[src/rtl/rtcdst_defs.svh]
`ifndef RTCDST_DEFS_SVH
`define RTCDST_DEFS_SVH

// register offsets
`define RTCDST_STATUS_ADDR      8'h07
`define RTCDST_INTCTL_ADDR      8'h08
`define RTCDST_SUPPLY_ADDR      8'h09
`define RTCDST_TEMPCTL_ADDR     8'h0D
`define RTCDST_ALARM_BASE       8'h10
`define RTCDST_ALARM_LAST       8'h15
`define RTCDST_STAMP_MB_BASE    8'h16
`define RTCDST_STAMP_BM_BASE    8'h1B
`define RTCDST_STAMP_BM_LAST    8'h1F
`define RTCDST_SPRING_MONTH     8'h20
`define RTCDST_SPRING_WEEK_DAY  8'h21
`define RTCDST_SPRING_DATE      8'h22
`define RTCDST_SPRING_HOUR      8'h23
`define RTCDST_FALL_MONTH       8'h24
`define RTCDST_FALL_WEEK_DAY    8'h25
`define RTCDST_FALL_DATE        8'h26
`define RTCDST_FALL_HOUR        8'h27
`define RTCDST_TEMP_LOW_ADDR    8'h28
`define RTCDST_TEMP_HIGH_ADDR   8'h29

// field positions
`define RTCDST_ALARM_EN_BIT     7
`define RTCDST_ALARM_FLAG_BIT   4
`define RTCDST_ADJ_FLAG_BIT     5
`define RTCDST_PULSE_MODE_BIT   6
`define RTCDST_CLEAR_BIT        6
`define RTCDST_TSE_BIT          7
`define RTCDST_SAVING_TIME_ENABLE_BIT         7
`define RTCDST_PRIO_BIT         6
`define RTCDST_LAST_WEEK        3'h7

// field masks and reset values
`define RTCDST_MONTH_MASK       8'h1F
`define RTCDST_WEEK_DAY_MASK    8'h7F
`define RTCDST_DATE_MASK        8'h3F
`define RTCDST_HOUR_MASK        8'h3F
`define RTCDST_SPRING_MONTH_RST 8'h00
`define RTCDST_FALL_MONTH_RST   8'h10
`define RTCDST_FIELD_RST        8'h00

// counts
`define RTCDST_ALARM_N          6
`define RTCDST_STAMP_N          5

`endif

[src/rtl/rtcdst_pkg.sv]
`default_nettype none
package rtcdst_pkg;
   typedef logic [7:0] rtcdst_byte_t;
   typedef enum logic {
      RTCDST_ALM_SINGLE = 1'b0,
      RTCDST_ALM_PULSE  = 1'b1
   } rtcdst_alm_mode_t;
endpackage
`default_nettype wire

[src/rtl/rtcdst_top.sv]
// Contract
// - alarm byte msb enables that field; only enabled fields are compared
// - pulse mode with seconds enabled at 30 pulses once each minute
// - pulse mode sets alarm flag each trigger; no read or clear needed
// - first mains-to-battery switch stamps time; later ones ignored until cleared
// - writing 1 to clear bit at 09h clears both stamps
// - cleared or fresh stamps read all zero; nonzero means captured
// - battery-to-mains stamp overwritten on every return of mains
// - bit 7 of 20h enables saving time; resets to 0
// - writing enable 0 clears the adjusted flag
// - spring month coded 1 to 12, reset 00h
// - priority bit 1 schedules by week and weekday, 0 by date
// - date field used only while priority bit is 0
// - week/day bits 2:0 hold weekday 0 to 6, reset 00h
// - week/day bits 5:3 hold week 1 to 5; 7 means last week
// - spring date coded 1 to 31, reset 00h
// - spring hour lacks 24h bit, works in either format, reset 00h
// - fall month coded 1 to 12, reset 10h
// - fall date coded 1 to 31, reset 00h
// - fall hour coded like spring hour, reset 00h
// - 10-bit temperature: low byte, then bits 1:0 of high byte
// - temperature code is mean of two successive conversions
// - code is twice kelvin temperature
// - conversions run only while sense enable is 1
`default_nettype none
`include "rtcdst_defs.svh"

module rtcdst_top #(
   parameter int TEMP_W = 10
) (
   input  wire logic                      i_clk,
   input  wire logic                      i_rst_n,
   input  wire logic                      i_reg_wr,
   input  wire logic                      i_reg_rd,
   input  wire rtcdst_pkg::rtcdst_byte_t  i_reg_addr,
   input  wire rtcdst_pkg::rtcdst_byte_t  i_reg_wdata,
   output rtcdst_pkg::rtcdst_byte_t       o_reg_rdata,
   input  wire logic                      i_time_tick,
   input  wire rtcdst_pkg::rtcdst_byte_t  i_sec,
   input  wire rtcdst_pkg::rtcdst_byte_t  i_min,
   input  wire rtcdst_pkg::rtcdst_byte_t  i_hour,
   input  wire rtcdst_pkg::rtcdst_byte_t  i_date,
   input  wire rtcdst_pkg::rtcdst_byte_t  i_month,
   input  wire rtcdst_pkg::rtcdst_byte_t  i_dow,
   input  wire logic                      i_leap_year,
   input  wire logic                      i_on_battery,
   input  wire logic                      i_temp_valid,
   input  wire logic [TEMP_W-1:0]         i_temp_sample,
   output logic                           o_temp_conv_en,
   output logic                           o_dst_advance,
   output logic                           o_dst_retard,
   output logic                           o_alarm_irq_n
);
   import rtcdst_pkg::*;

   initial begin
      if (TEMP_W != 10) begin
         $error("rtcdst_top: TEMP_W must be 10");
      end
   end

   ////////////////////////////////////////////////////////////////////////
   // register storage

   rtcdst_byte_t     alarm_q [`RTCDST_ALARM_N];
   rtcdst_byte_t     stamp_mb_q [`RTCDST_STAMP_N];
   rtcdst_byte_t     stamp_bm_q [`RTCDST_STAMP_N];
   rtcdst_byte_t     sp_month_q;
   rtcdst_byte_t     sp_wd_q;
   rtcdst_byte_t     sp_date_q;
   rtcdst_byte_t     sp_hour_q;
   rtcdst_byte_t     fa_month_q;
   rtcdst_byte_t     fa_wd_q;
   rtcdst_byte_t     fa_date_q;
   rtcdst_byte_t     fa_hour_q;
   rtcdst_alm_mode_t alm_mode_q;
   logic             tse_q;
   logic             alarm_flag_q;
   logic             adj_flag_q;
   logic             mb_taken_q;
   logic             batt_q;
   logic [TEMP_W-1:0] first_q;
   logic             have_first_q;
   logic [TEMP_W-1:0] kelvin_code_q;
   logic             alarm_pulse_q;
   logic             adv_q;
   logic             ret_q;
   rtcdst_byte_t     rdata_q;

   logic wr_status;
   logic wr_supply;
   logic clear_stamps;
   logic saving_time_enable_off;
   logic alarm_hit;
   logic sp_hit;
   logic fa_hit;
   logic to_battery;
   logic to_mains;

   assign wr_status    = i_reg_wr && (i_reg_addr == `RTCDST_STATUS_ADDR);
   assign wr_supply    = i_reg_wr && (i_reg_addr == `RTCDST_SUPPLY_ADDR);
   assign clear_stamps = wr_supply
                         && i_reg_wdata[`RTCDST_CLEAR_BIT];
   assign saving_time_enable_off     = i_reg_wr && (i_reg_addr == `RTCDST_SPRING_MONTH)
                         && !i_reg_wdata[`RTCDST_SAVING_TIME_ENABLE_BIT];
   assign to_battery   = i_on_battery && !batt_q;
   assign to_mains     = !i_on_battery && batt_q;

   ////////////////////////////////////////////////////////////////////////
   // host-written control

   always_ff @(posedge i_clk or negedge i_rst_n) begin
      if (!i_rst_n) begin
         sp_month_q <= `RTCDST_SPRING_MONTH_RST;
         sp_wd_q    <= `RTCDST_FIELD_RST;
         sp_date_q  <= `RTCDST_FIELD_RST;
         sp_hour_q  <= `RTCDST_FIELD_RST;
         fa_month_q <= `RTCDST_FALL_MONTH_RST;
         fa_wd_q    <= `RTCDST_FIELD_RST;
         fa_date_q  <= `RTCDST_FIELD_RST;
         fa_hour_q  <= `RTCDST_FIELD_RST;
      end else if (i_reg_wr) begin
         unique case (i_reg_addr)
            `RTCDST_SPRING_MONTH: begin
               sp_month_q <= i_reg_wdata
                  & (`RTCDST_MONTH_MASK | 8'h80);
            end
            `RTCDST_SPRING_WEEK_DAY: begin
               sp_wd_q <= i_reg_wdata & `RTCDST_WEEK_DAY_MASK;
            end
            `RTCDST_SPRING_DATE: begin
               sp_date_q <= i_reg_wdata & `RTCDST_DATE_MASK;
            end
            `RTCDST_SPRING_HOUR: begin
               sp_hour_q <= i_reg_wdata & `RTCDST_HOUR_MASK;
            end
            `RTCDST_FALL_MONTH: begin
               fa_month_q <= i_reg_wdata & `RTCDST_MONTH_MASK;
            end
            `RTCDST_FALL_WEEK_DAY: begin
               fa_wd_q <= i_reg_wdata & `RTCDST_WEEK_DAY_MASK;
            end
            `RTCDST_FALL_DATE: begin
               fa_date_q <= i_reg_wdata & `RTCDST_DATE_MASK;
            end
            `RTCDST_FALL_HOUR: begin
               fa_hour_q <= i_reg_wdata & `RTCDST_HOUR_MASK;
            end
            default: begin
            end
         endcase
      end
   end

   always_ff @(posedge i_clk or negedge i_rst_n) begin
      if (!i_rst_n) begin
         alm_mode_q <= RTCDST_ALM_SINGLE;
         tse_q      <= 1'b0;
         for (int i = 0; i < `RTCDST_ALARM_N; i++) begin
            alarm_q[i] <= `RTCDST_FIELD_RST;
         end
      end else if (i_reg_wr) begin
         if (i_reg_addr == `RTCDST_INTCTL_ADDR) begin
            alm_mode_q <= rtcdst_alm_mode_t'(
               i_reg_wdata[`RTCDST_PULSE_MODE_BIT]);
         end
         if (i_reg_addr == `RTCDST_TEMPCTL_ADDR) begin
            tse_q <= i_reg_wdata[`RTCDST_TSE_BIT];
         end
         for (int i = 0; i < `RTCDST_ALARM_N; i++) begin
            if (i_reg_addr == `RTCDST_ALARM_BASE + 8'(i)) begin
               alarm_q[i] <= i_reg_wdata;
            end
         end
      end
   end

   ////////////////////////////////////////////////////////////////////////
   // alarm compare

   rtcdst_byte_t now [`RTCDST_ALARM_N];
   logic [`RTCDST_ALARM_N-1:0] fld_ok;
   logic [`RTCDST_ALARM_N-1:0] fld_en;

   assign now[0] = i_sec;
   assign now[1] = i_min;
   assign now[2] = i_hour;
   assign now[3] = i_date;
   assign now[4] = i_month;
   assign now[5] = i_dow;

   for (genvar g = 0; g < `RTCDST_ALARM_N; g++) begin : g_alm
      assign fld_en[g] = alarm_q[g][`RTCDST_ALARM_EN_BIT];
      assign fld_ok[g] = !fld_en[g]
                         || (alarm_q[g][6:0] == now[g][6:0]);
   end

   assign alarm_hit = i_time_tick && (|fld_en) && (&fld_ok);

   always_ff @(posedge i_clk or negedge i_rst_n) begin
      if (!i_rst_n) begin
         alarm_flag_q  <= 1'b0;
         alarm_pulse_q <= 1'b0;
      end else begin
         alarm_pulse_q <= alarm_hit && (alm_mode_q == RTCDST_ALM_PULSE);
         if (alarm_hit) begin
            alarm_flag_q <= 1'b1;
         end else if (wr_status
                      && !i_reg_wdata[`RTCDST_ALARM_FLAG_BIT]) begin
            alarm_flag_q <= 1'b0;
         end
      end
   end

   assign o_alarm_irq_n = (alm_mode_q == RTCDST_ALM_PULSE) ?
                          !alarm_pulse_q : !alarm_flag_q;

   ////////////////////////////////////////////////////////////////////////
   // power-transition stamps

   always_ff @(posedge i_clk or negedge i_rst_n) begin
      if (!i_rst_n) begin
         batt_q     <= 1'b0;
         mb_taken_q <= 1'b0;
         for (int i = 0; i < `RTCDST_STAMP_N; i++) begin
            stamp_mb_q[i] <= `RTCDST_FIELD_RST;
            stamp_bm_q[i] <= `RTCDST_FIELD_RST;
         end
      end else begin
         batt_q <= i_on_battery;
         if (to_battery && !mb_taken_q) begin
            mb_taken_q <= 1'b1;
            for (int i = 0; i < `RTCDST_STAMP_N; i++) begin
               stamp_mb_q[i] <= now[i];
            end
         end else if (clear_stamps) begin
            mb_taken_q <= 1'b0;
            for (int i = 0; i < `RTCDST_STAMP_N; i++) begin
               stamp_mb_q[i] <= `RTCDST_FIELD_RST;
            end
         end
         if (to_mains) begin
            for (int i = 0; i < `RTCDST_STAMP_N; i++) begin
               stamp_bm_q[i] <= now[i];
            end
         end else if (clear_stamps) begin
            for (int i = 0; i < `RTCDST_STAMP_N; i++) begin
               stamp_bm_q[i] <= `RTCDST_FIELD_RST;
            end
         end
      end
   end

   ////////////////////////////////////////////////////////////////////////
   // saving-time schedule

   function automatic logic [5:0] bcd_bin(input rtcdst_byte_t b);
      logic [5:0] r;
      r = 6'(b[5:4]) * 6'd10 + 6'(b[3:0]);
      return r;
   endfunction

   function automatic logic [5:0] days_in(input rtcdst_byte_t m,
                                          input logic leap);
      logic [5:0] r;
      unique case (bcd_bin(m))
         6'd2:    r = leap ? 6'd29 : 6'd28;
         6'd4,
         6'd6,
         6'd9,
         6'd11:   r = 6'd30;
         default: r = 6'd31;
      endcase
      return r;
   endfunction

   function automatic logic day_match(input rtcdst_byte_t wd,
                                      input rtcdst_byte_t dt,
                                      input rtcdst_byte_t date,
                                      input rtcdst_byte_t dow,
                                      input rtcdst_byte_t mon,
                                      input logic leap);
      logic [5:0] d;
      logic [2:0] wk;
      logic       wk_ok;
      logic       r;
      d     = bcd_bin(date);
      wk    = 3'((6'(d - 6'd1) / 6'd7) + 6'd1);
      wk_ok = (wd[5:3] == `RTCDST_LAST_WEEK) ?
              (6'(d + 6'd7) > days_in(mon, leap)) :
              (wd[5:3] == wk);
      if (wd[`RTCDST_PRIO_BIT]) begin
         r = wk_ok && (wd[2:0] == dow[2:0]);
      end else begin
         r = (dt[5:0] == date[5:0]);
      end
      return r;
   endfunction

   logic at_hour_top;
   assign at_hour_top = i_time_tick && (i_sec[6:0] == 7'h00)
                        && (i_min[6:0] == 7'h00);

   // hour compare drops the 24h indicator so either format matches
   assign sp_hit = sp_month_q[`RTCDST_SAVING_TIME_ENABLE_BIT] && !adj_flag_q
      && at_hour_top
      && (sp_month_q[4:0] == i_month[4:0])
      && day_match(sp_wd_q, sp_date_q, i_date, i_dow,
                   i_month, i_leap_year)
      && (sp_hour_q[5:0] == i_hour[5:0]);
   assign fa_hit = sp_month_q[`RTCDST_SAVING_TIME_ENABLE_BIT] && adj_flag_q
      && at_hour_top
      && (fa_month_q[4:0] == i_month[4:0])
      && day_match(fa_wd_q, fa_date_q, i_date, i_dow,
                   i_month, i_leap_year)
      && (fa_hour_q[5:0] == i_hour[5:0]);

   always_ff @(posedge i_clk or negedge i_rst_n) begin
      if (!i_rst_n) begin
         adj_flag_q <= 1'b0;
         adv_q      <= 1'b0;
         ret_q      <= 1'b0;
      end else begin
         adv_q <= sp_hit;
         ret_q <= fa_hit;
         if (sp_hit) begin
            adj_flag_q <= 1'b1;
         end else if (fa_hit || saving_time_enable_off) begin
            adj_flag_q <= 1'b0;
         end else if (wr_status
                      && !i_reg_wdata[`RTCDST_ADJ_FLAG_BIT]) begin
            adj_flag_q <= 1'b0;
         end
      end
   end

   assign o_dst_advance = adv_q;
   assign o_dst_retard  = ret_q;

   ////////////////////////////////////////////////////////////////////////
   // temperature averaging

   assign o_temp_conv_en = tse_q;

   always_ff @(posedge i_clk or negedge i_rst_n) begin
      if (!i_rst_n) begin
         first_q       <= '0;
         have_first_q  <= 1'b0;
         kelvin_code_q <= '0;
      end else if (!tse_q) begin
         have_first_q <= 1'b0;
      end else if (i_temp_valid) begin
         if (!have_first_q) begin
            first_q      <= i_temp_sample;
            have_first_q <= 1'b1;
         end else begin
            // sample already counts half kelvin, so the mean keeps it
            kelvin_code_q <= TEMP_W'(({1'b0, first_q}
                             + {1'b0, i_temp_sample}) >> 1);
            have_first_q  <= 1'b0;
         end
      end
   end

   ////////////////////////////////////////////////////////////////////////
   // read port

   always_ff @(posedge i_clk or negedge i_rst_n) begin
      if (!i_rst_n) begin
         rdata_q <= 8'h00;
      end else if (i_reg_rd) begin
         rdata_q <= 8'h00;
         unique case (i_reg_addr)
            `RTCDST_STATUS_ADDR: begin
               rdata_q[`RTCDST_ALARM_FLAG_BIT] <= alarm_flag_q;
               rdata_q[`RTCDST_ADJ_FLAG_BIT]   <= adj_flag_q;
            end
            `RTCDST_INTCTL_ADDR:
               rdata_q[`RTCDST_PULSE_MODE_BIT] <= alm_mode_q;
            `RTCDST_TEMPCTL_ADDR:  rdata_q[`RTCDST_TSE_BIT] <= tse_q;
            `RTCDST_SPRING_MONTH:    rdata_q <= sp_month_q;
            `RTCDST_SPRING_WEEK_DAY: rdata_q <= sp_wd_q;
            `RTCDST_SPRING_DATE:     rdata_q <= sp_date_q;
            `RTCDST_SPRING_HOUR:     rdata_q <= sp_hour_q;
            `RTCDST_FALL_MONTH:      rdata_q <= fa_month_q;
            `RTCDST_FALL_WEEK_DAY:   rdata_q <= fa_wd_q;
            `RTCDST_FALL_DATE:       rdata_q <= fa_date_q;
            `RTCDST_FALL_HOUR:       rdata_q <= fa_hour_q;
            `RTCDST_TEMP_LOW_ADDR:   rdata_q <= kelvin_code_q[7:0];
            `RTCDST_TEMP_HIGH_ADDR:
               rdata_q <= {6'h00, kelvin_code_q[9:8]};
            default: begin
               for (int i = 0; i < `RTCDST_ALARM_N; i++) begin
                  if (i_reg_addr == `RTCDST_ALARM_BASE + 8'(i)) begin
                     rdata_q <= alarm_q[i];
                  end
               end
               for (int i = 0; i < `RTCDST_STAMP_N; i++) begin
                  if (i_reg_addr == `RTCDST_STAMP_MB_BASE + 8'(i)) begin
                     rdata_q <= stamp_mb_q[i];
                  end
                  if (i_reg_addr == `RTCDST_STAMP_BM_BASE + 8'(i)) begin
                     rdata_q <= stamp_bm_q[i];
                  end
               end
            end
         endcase
      end
   end

   assign o_reg_rdata = rdata_q;

endmodule
`default_nettype wire

[config.mk]
export PLATFORM = sky130hd
export DESIGN_NAME = rtcdst_top
export DESIGN_NICKNAME = d
export VERILOG_FILES = /design/src/rtl/rtcdst_pkg.sv /design/src/rtl/rtcdst_top.sv
export VERILOG_INCLUDE_DIRS = /design/src /design/src/rtl
export SDC_FILE = /design/constraint.sdc
export NUM_CORES = 1
export LEC_CHECK = 0
export ABC_AREA = 1
export BUFFER_PORTS_ARGS = -buffer_cell sky130_fd_sc_hd__buf_2
export CAP_MARGIN = 15
export CORE_MARGIN = 1
export CORE_UTILIZATION = 35
export DETAILED_ROUTE_END_ITERATION = 8
export PLACE_DENSITY = 0.54
export SYNTH_ARGS = -nofsm -noshare
export SYNTH_HDL_FRONTEND = slang
export SYNTH_SLANG_ARGS = --single-unit
[constraint.sdc]
create_clock -name i_clk -period 1.9 [get_ports i_clk]
set_input_delay 0.19 -clock i_clk [delete_from_list [all_inputs] [get_ports i_clk]]
set_output_delay 0.19 -clock i_clk [all_outputs]
set_load 0.05 [all_outputs]
Word level (Yosys, flattened, before mapping)
Index checks and enable logic that the tools add are counted.
{ "classes": {"div_mod_pow": 1, "order_cmp": 1, "bitwise_logic": 1, "multipliers": 2, "n_reduce_logical": 80, "addsub": 6, "eq_ne": 54, "muxes": 40} }
{ "ops": {"columns": ["cell", "n"], "rows": [
  ["8-bit by 5-bit equality test with 1-bit output, second input constant", 16],
  ["8-bit 2-to-1 mux", 16],
  ["40-bit 2-to-1 mux", 3],
  ["8-bit by 6-bit equality test with 1-bit output, second input constant", 10],
  ["4-bit case mux with 11 select lines", 1],
  ["7-bit equality test", 6],
  ["2-bit AND reduction", 16],
  ["1-bit logical AND", 27],
  ["6-bit equality test", 4],
  ["8-bit by 4-bit equality test with 1-bit output, second input constant", 3],
  ["2-bit case mux with 11 select lines", 1],
  ["1-bit 2-to-1 mux", 16],
  ["1-bit zero test", 15],
  ["7-bit zero test", 2],
  ["6-bit by 4-bit adder with 6-bit output", 2],
  ["3-bit equality test", 4],
  ["6-bit by 3-bit equality test with 1-bit output, second input constant", 2],
  ["6-bit by 4-bit equality test with 1-bit output, second input constant", 2],
  ["10-bit by 10-bit adder with 11-bit output", 1],
  ["5-bit equality test", 2],
  ["2-bit by 3-bit multiplier with 5-bit output, second input constant", 2],
  ["10-bit OR reduction", 1],
  ["9-bit OR reduction", 1],
  ["8-bit by 3-bit equality test with 1-bit output, second input constant", 1],
  ["20 further kinds", 31]
]} }
{ "word_totals": {"out_inout_bits": 12, "regBits": 215, "input_bits": 82, "elab_cells": 222} }

Depth between registers and ports, before layout
{ "logic_depth": {"word_depth": 18, "ltp_mapped": 39, "ltp_nobuf": 39} }

Worst setup path after synthesis
OpenSTA, ideal clock, no wires.
{ "synth_timing": {"kind": "in2reg", "from": "in i_date[1]", "to": "reg adj_flag_q", "cell_stages": 36, "path_buffers": 0, "setup_ps": 117, "arrival_time_ps": 3979, "slack_ps": -2196, "cell_sequence": "ha_1 > fa_1 > inv_1 > nand2_1 > nor2_2 > nand3_1 > and2_2 > ha_1 > inv_1 > nand2_2 > nand2_2 > nand2_1 > nand2_2 > nand3_2 > nand2_2 > nand2_2 > nand2_1 > inv_2 > ha_1 > inv_1 > nor2_4 > nor2_4 > nand3_1 > nand3_2 > nand3_2 > ha_1 > xor2_1 > xor2_1 > nor2_1 > nand3_1 > nand2_1 > nand2_1 > nand2_1 > nand2_1 > nand2_1 > nand2_1"} }
{ "synth_between": {"elab_chain_len": 13, "elab_cells_between_ends": 24, "cone_classes": "add/sub (4); div (1); order compare (1); eq/ne (4); mux (6); reduce/logical (8)"} }
{ "synth_rtl": {"columns": ["item", "line", "text"], "rows": [
  ["start: declaration", "rtcdst_top.sv:42", "input wire rtcdst_pkg::rtcdst_byte_t i_date,"],
  ["6-bit by 4-bit adder with 6-bit output", "rtcdst_top.sv:259", "r = 6'(b[5:4]) * 6'd10 + 6'(b[3:0]);"],
  ["6-bit by 1-bit subtractor with 6-bit output", "rtcdst_top.sv:288", "wk = 3'((6'(d - 6'd1) / 6'd7) + 6'd1);"],
  ["6-bit by 3-bit divider with 6-bit output", "rtcdst_top.sv:288", null],
  ["3-bit by 1-bit adder with 3-bit output", "rtcdst_top.sv:288", null],
  ["3-bit equality test", "rtcdst_top.sv:291", "(wd[5:3] == wk);"],
  ["1-bit 2-to-1 mux", "rtcdst_top.sv:289", "wk_ok = (wd[5:3] == `RTCDST_LAST_WEEK) ?"],
  ["1-bit logical AND", "rtcdst_top.sv:293", "r = wk_ok && (wd[2:0] == dow[2:0]);"],
  ["1-bit 2-to-1 mux", "rtcdst_top.sv:292", "if (wd[`RTCDST_PRIO_BIT]) begin"],
  ["1-bit logical AND (2 in series)", "rtcdst_top.sv:311", "assign fa_hit = sp_month_q[`RTCDST_SAVING_TIME_ENABLE_BIT] && adj_flag_q"],
  ["1-bit logical OR", "rtcdst_top.sv:328", "end else if (fa_hit || saving_time_enable_off) begin"],
  ["1-bit 2-to-1 mux", "rtcdst_top.sv:328", null],
  ["1-bit 2-to-1 mux", "rtcdst_top.sv:326", "if (sp_hit) begin"],
  ["end signal: assignment", "rtcdst_top.sv:327", "adj_flag_q <= 1'b1;"],
  ["end signal: assignment", "rtcdst_top.sv:329", "adj_flag_q <= 1'b0;"],
  ["end signal: assignment", "rtcdst_top.sv:332", "adj_flag_q <= 1'b0;"],
  ["end: declaration", "rtcdst_top.sv:79", "logic adj_flag_q;"]
]} }
Parallel ways exist; a longest one is shown, timed or not.
A chain may end at the register's enable or synchronous reset.

Worst setup path in the final report
Same ends and word-level chain as after synthesis.

==> results.py <==
metrics = {
    "placement": {
        "dp_hpwl_um": 32720,
        "io_buffers": 92,
        "pre_cts_slack_ns": -2.307,
        "gp_congestion": 0.9397,
    },
    "outcome": {
        "outcome": "finished, violations left",
        "violations": "negative setup slack",
    },
    "clock_tree": {
        "root_buffer": "clkbuf_16",
        "cts_tree": "yes",
        "clk_pin_slew_worst_paths_ns": 0.06,
        "numCtsBuffers": 26,
        "cts_buffer_depth": 3,
        "h-tree-depth": 1,
        "cts_sinks": 215,
        "insertion_delay_ns": 0.55,
    },
    "floorplanning": {
        "start_util": 0.3584,
        "io_pins": 94,
        "row_count": 66,
        "die_area_um2": 34220,
        "die_y_um": 185.0,
        "die_w_um": 185.0,
        "core_area_um2": 32700,
    },
    "sta": {
        "rsz0062_at_grt": "yes",
        "setup_violations": 14,
        "worst_pin_slew_ns": 0.6812,
        "maxSlewViolCount": 0,
        "max_freq_mhz": 273.8,
        "fin_crit_sh": 1.922,
        "skew_ns": 0.02259,
        "period_minus_slack_ns": 3.653,
        "hold_viol_final": 0,
        "setup_slack_ns": -1.753,
        "tns_ns": -6.254,
        "relSlewSlack": 0.5454,
    },
    "logic_synthesis": {
        "synthTopCellsByArea": "dfrtp_1, nand2_1, o21ai_0, inv_1, nand3_1",
        "ys_ff_latch": 215,
        "yosysWarningCount": 0,
        "dominantRegCellSynth": "dfrtp_1",
        "synth_top_area_cell": "dfrtp_1",
        "synth_area_um2": 11720,
        "avgSynthCellArea_um2": 8.139,
        "ys_seq_area_frac": 0.4592,
        "synth_cell_types": 51,
        "synth_edf_count": 0,
        "syn_inst": 1440,
        "async_reset_ff_frac": 1.000,
        "yosysTopAreaCellShare": 0.4569,
        "syn_nets": 1548,
    },
    "job": {
        "cap_violations": 0,
    },
    "setup_path": {
        "critPathRequiredTime_ns": 2.33,
        "worstPathArrival_ns": 4.09,
        "cp_slowest_stage_delay_ns": 0.56,
        "path_max_fanout": 4,
        "cp-end-kind": "register",
        "path_buf_inv": 6,
        "cp_common_cell": "nand2_2",
        "critPathLaunchType": "input pin",
        "crit_type": "in -> reg",
        "slowest_stage": "fa_2",
        "path_delay_family": "simple AND/OR/NAND/NOR gates",
    },
    "cells_and_area": {
        "final_common_cell": "nand2_1",
        "area_delta_synth_final_pct": 40.66,
        "fin_nets": 1920,
        "final_cell_mix": "nand2_1, buf_4, dfrtp_1",
        "drive_gt1_frac": 0.3151,
        "fillers": 3167,
    },
    "power": {
        "finalPower_mw": 14.59,
        "cellPowerDensity_nw_per_um2": 885.2,
        "leakagePower_nw": 7.910,
        "ir_worst_vdd_mv": 0.6034,
    },
    "detailed_routing": {
        "ant_nets": 0,
        "route.detailed.drc": 0,
        "viasPerCell": 5.186,
        "first_pass_iters": 5,
        "vias": 11794,
        "dr.first_iter.drc_count": 1059,
        "drt-total-wl_um": 43310,
        "wl_per_cell_um": 19.04,
    },
    "grt": {
        "grt_pass1_wl_um": 65940,
        "grt_util_all_layers": 0.2566,
        "grt_pass1_vias": 11612,
        "grt_max_degree": 61,
        "antenna_found_initial": 1,
        "grt_overflow": 0,
    },
    "worst_hold_path": {
        "holdCritPathClass": "in -> reg",
    },
}
-- worst min-delay path: stages --
cell     delay, ns
buf_2         0.13
inv_1         0.10
o21ai_0       0.09
-- synthesized netlist by cell type, types with 7 or more instances --
cell type  count
mux2_2         9
clkbuf_1      42
nor3_1        11
a21oi_1       32
nand2_1      283
nand4_1       27
nor2_1        87
a211oi_1       8
nor4_1         7
o21ai_0      192
o22ai_1       48
nand2_2       20
o2111ai_1     13
dfrtp_1      214
inv_1        184
nand3_2        9
xnor2_1       27
a221oi_1      17
nand3_1       90
xor2_1        32
ha_1          23
-- state kept, by name (all words and copies together), names as in the netlist, 5 cells and up --
name and flops:
stamp_bm_q 40, sp_hour_q 6, fa_month_q 5, first_q 10, fa_date_q 6, fa_wd_q 7
sp_date_q 6, sp_month_q 6, sp_wd_q 7, fa_hour_q 6, o_reg_rdata 8, stamp_mb_q 40
alarm_q 48, kelvin_code_q 10
-- metrics by stage --
step	util	cell area, um^2	hold slack, ns	std cells
4_1_cts	0.4954	16200	0.0008852	2264
2_1_floorplan	-	11850	-0.1056	1440
3_3_place_gp	0.4478	14640	0.1904	2172
5_1_grt	0.5041	16480	0.02940	2273
3_5_place_dp	0.4478	14640	0.1895	2172
6_report	0.5041	16490	0.01773	2274
-- final timing paths --
path / slack, ns / from / to / cells past startpoint
worst max-delay path: -1.75 / i_date[1] / adj_flag_q / 38
worst min-delay path: 0.02 / i_reg_wdata[4] / sp_wd_q[4] / 3
worst max register to register: -0.25 / alarm_q[44] / o_reg_rdata[4] / 10
worst min register to register: 0.48 / sp_date_q[2] / sp_date_q[2] / 2
max in group asynchronous: 0.96 / i_rst_n / stamp_mb_q[20] / 3
min in group asynchronous: 0.20 / i_rst_n / stamp_mb_q[35] / 2
-- layout make-up --
cell class	instances	area, um^2	area share
diodes	1	2.502	0.0001518
clock buffers	29	691.9	0.04197
clock inverters	18	192.7	0.01169
inverters	188	715.7	0.04341
multi-input cells	988	6008	0.3645
flip-flops and latches	215	5381	0.3264
well taps	442	553.0	0.03355
repair buffers	393	2940	0.1784
-- where the power goes --
group	switching, mW	internal (mW)
Combinational	2.03	1.74
Clock	2.09	3.04
Sequential	0.409	5.29
-- cell families (layout without fill, tap and decap cells) --
| family | count (synthesis) | in the layout | share of synthesized area |
|---|---|---|---|
| AND/OR/NAND/NOR | 550 | 550 | 0.2096 |
| AO/OA/AOI/OAI | 344 | 344 | 0.1726 |
| buffers and inverters | 237 | 628 | 0.07622 |
| flip-flops | 215 | 215 | 0.4592 |
| XOR/XNOR | 59 | 59 | 0.04409 |
| adder cells (fa/ha/maj) | 26 | 26 | 0.02968 |
| multiplexers | 9 | 9 | 0.008648 |
| other | 0 | 1 | 0 |
-- timing repair --
action | CTS | global route
endpoints found under the hold margin | 84 | 0
hold buffers | 25 | 0
cloned | 0 | 0
setup buffers | 23 | 10
gates resized for setup | 71 | 55
endpoints found under the setup margin | 17 | 19
pin swaps | 69 | 72
-- metal layers --
metal	global-route usage	part of all wire	vias up
li1	-	-	5619
met1	0.3449	0.43	5750
met2	0.4202	0.47	345
met3	0.03814	0.064	80
met4	0.08926	0.032	0
met5	0	0	-
Note: power is estimated with default switching activity, not from simulation.
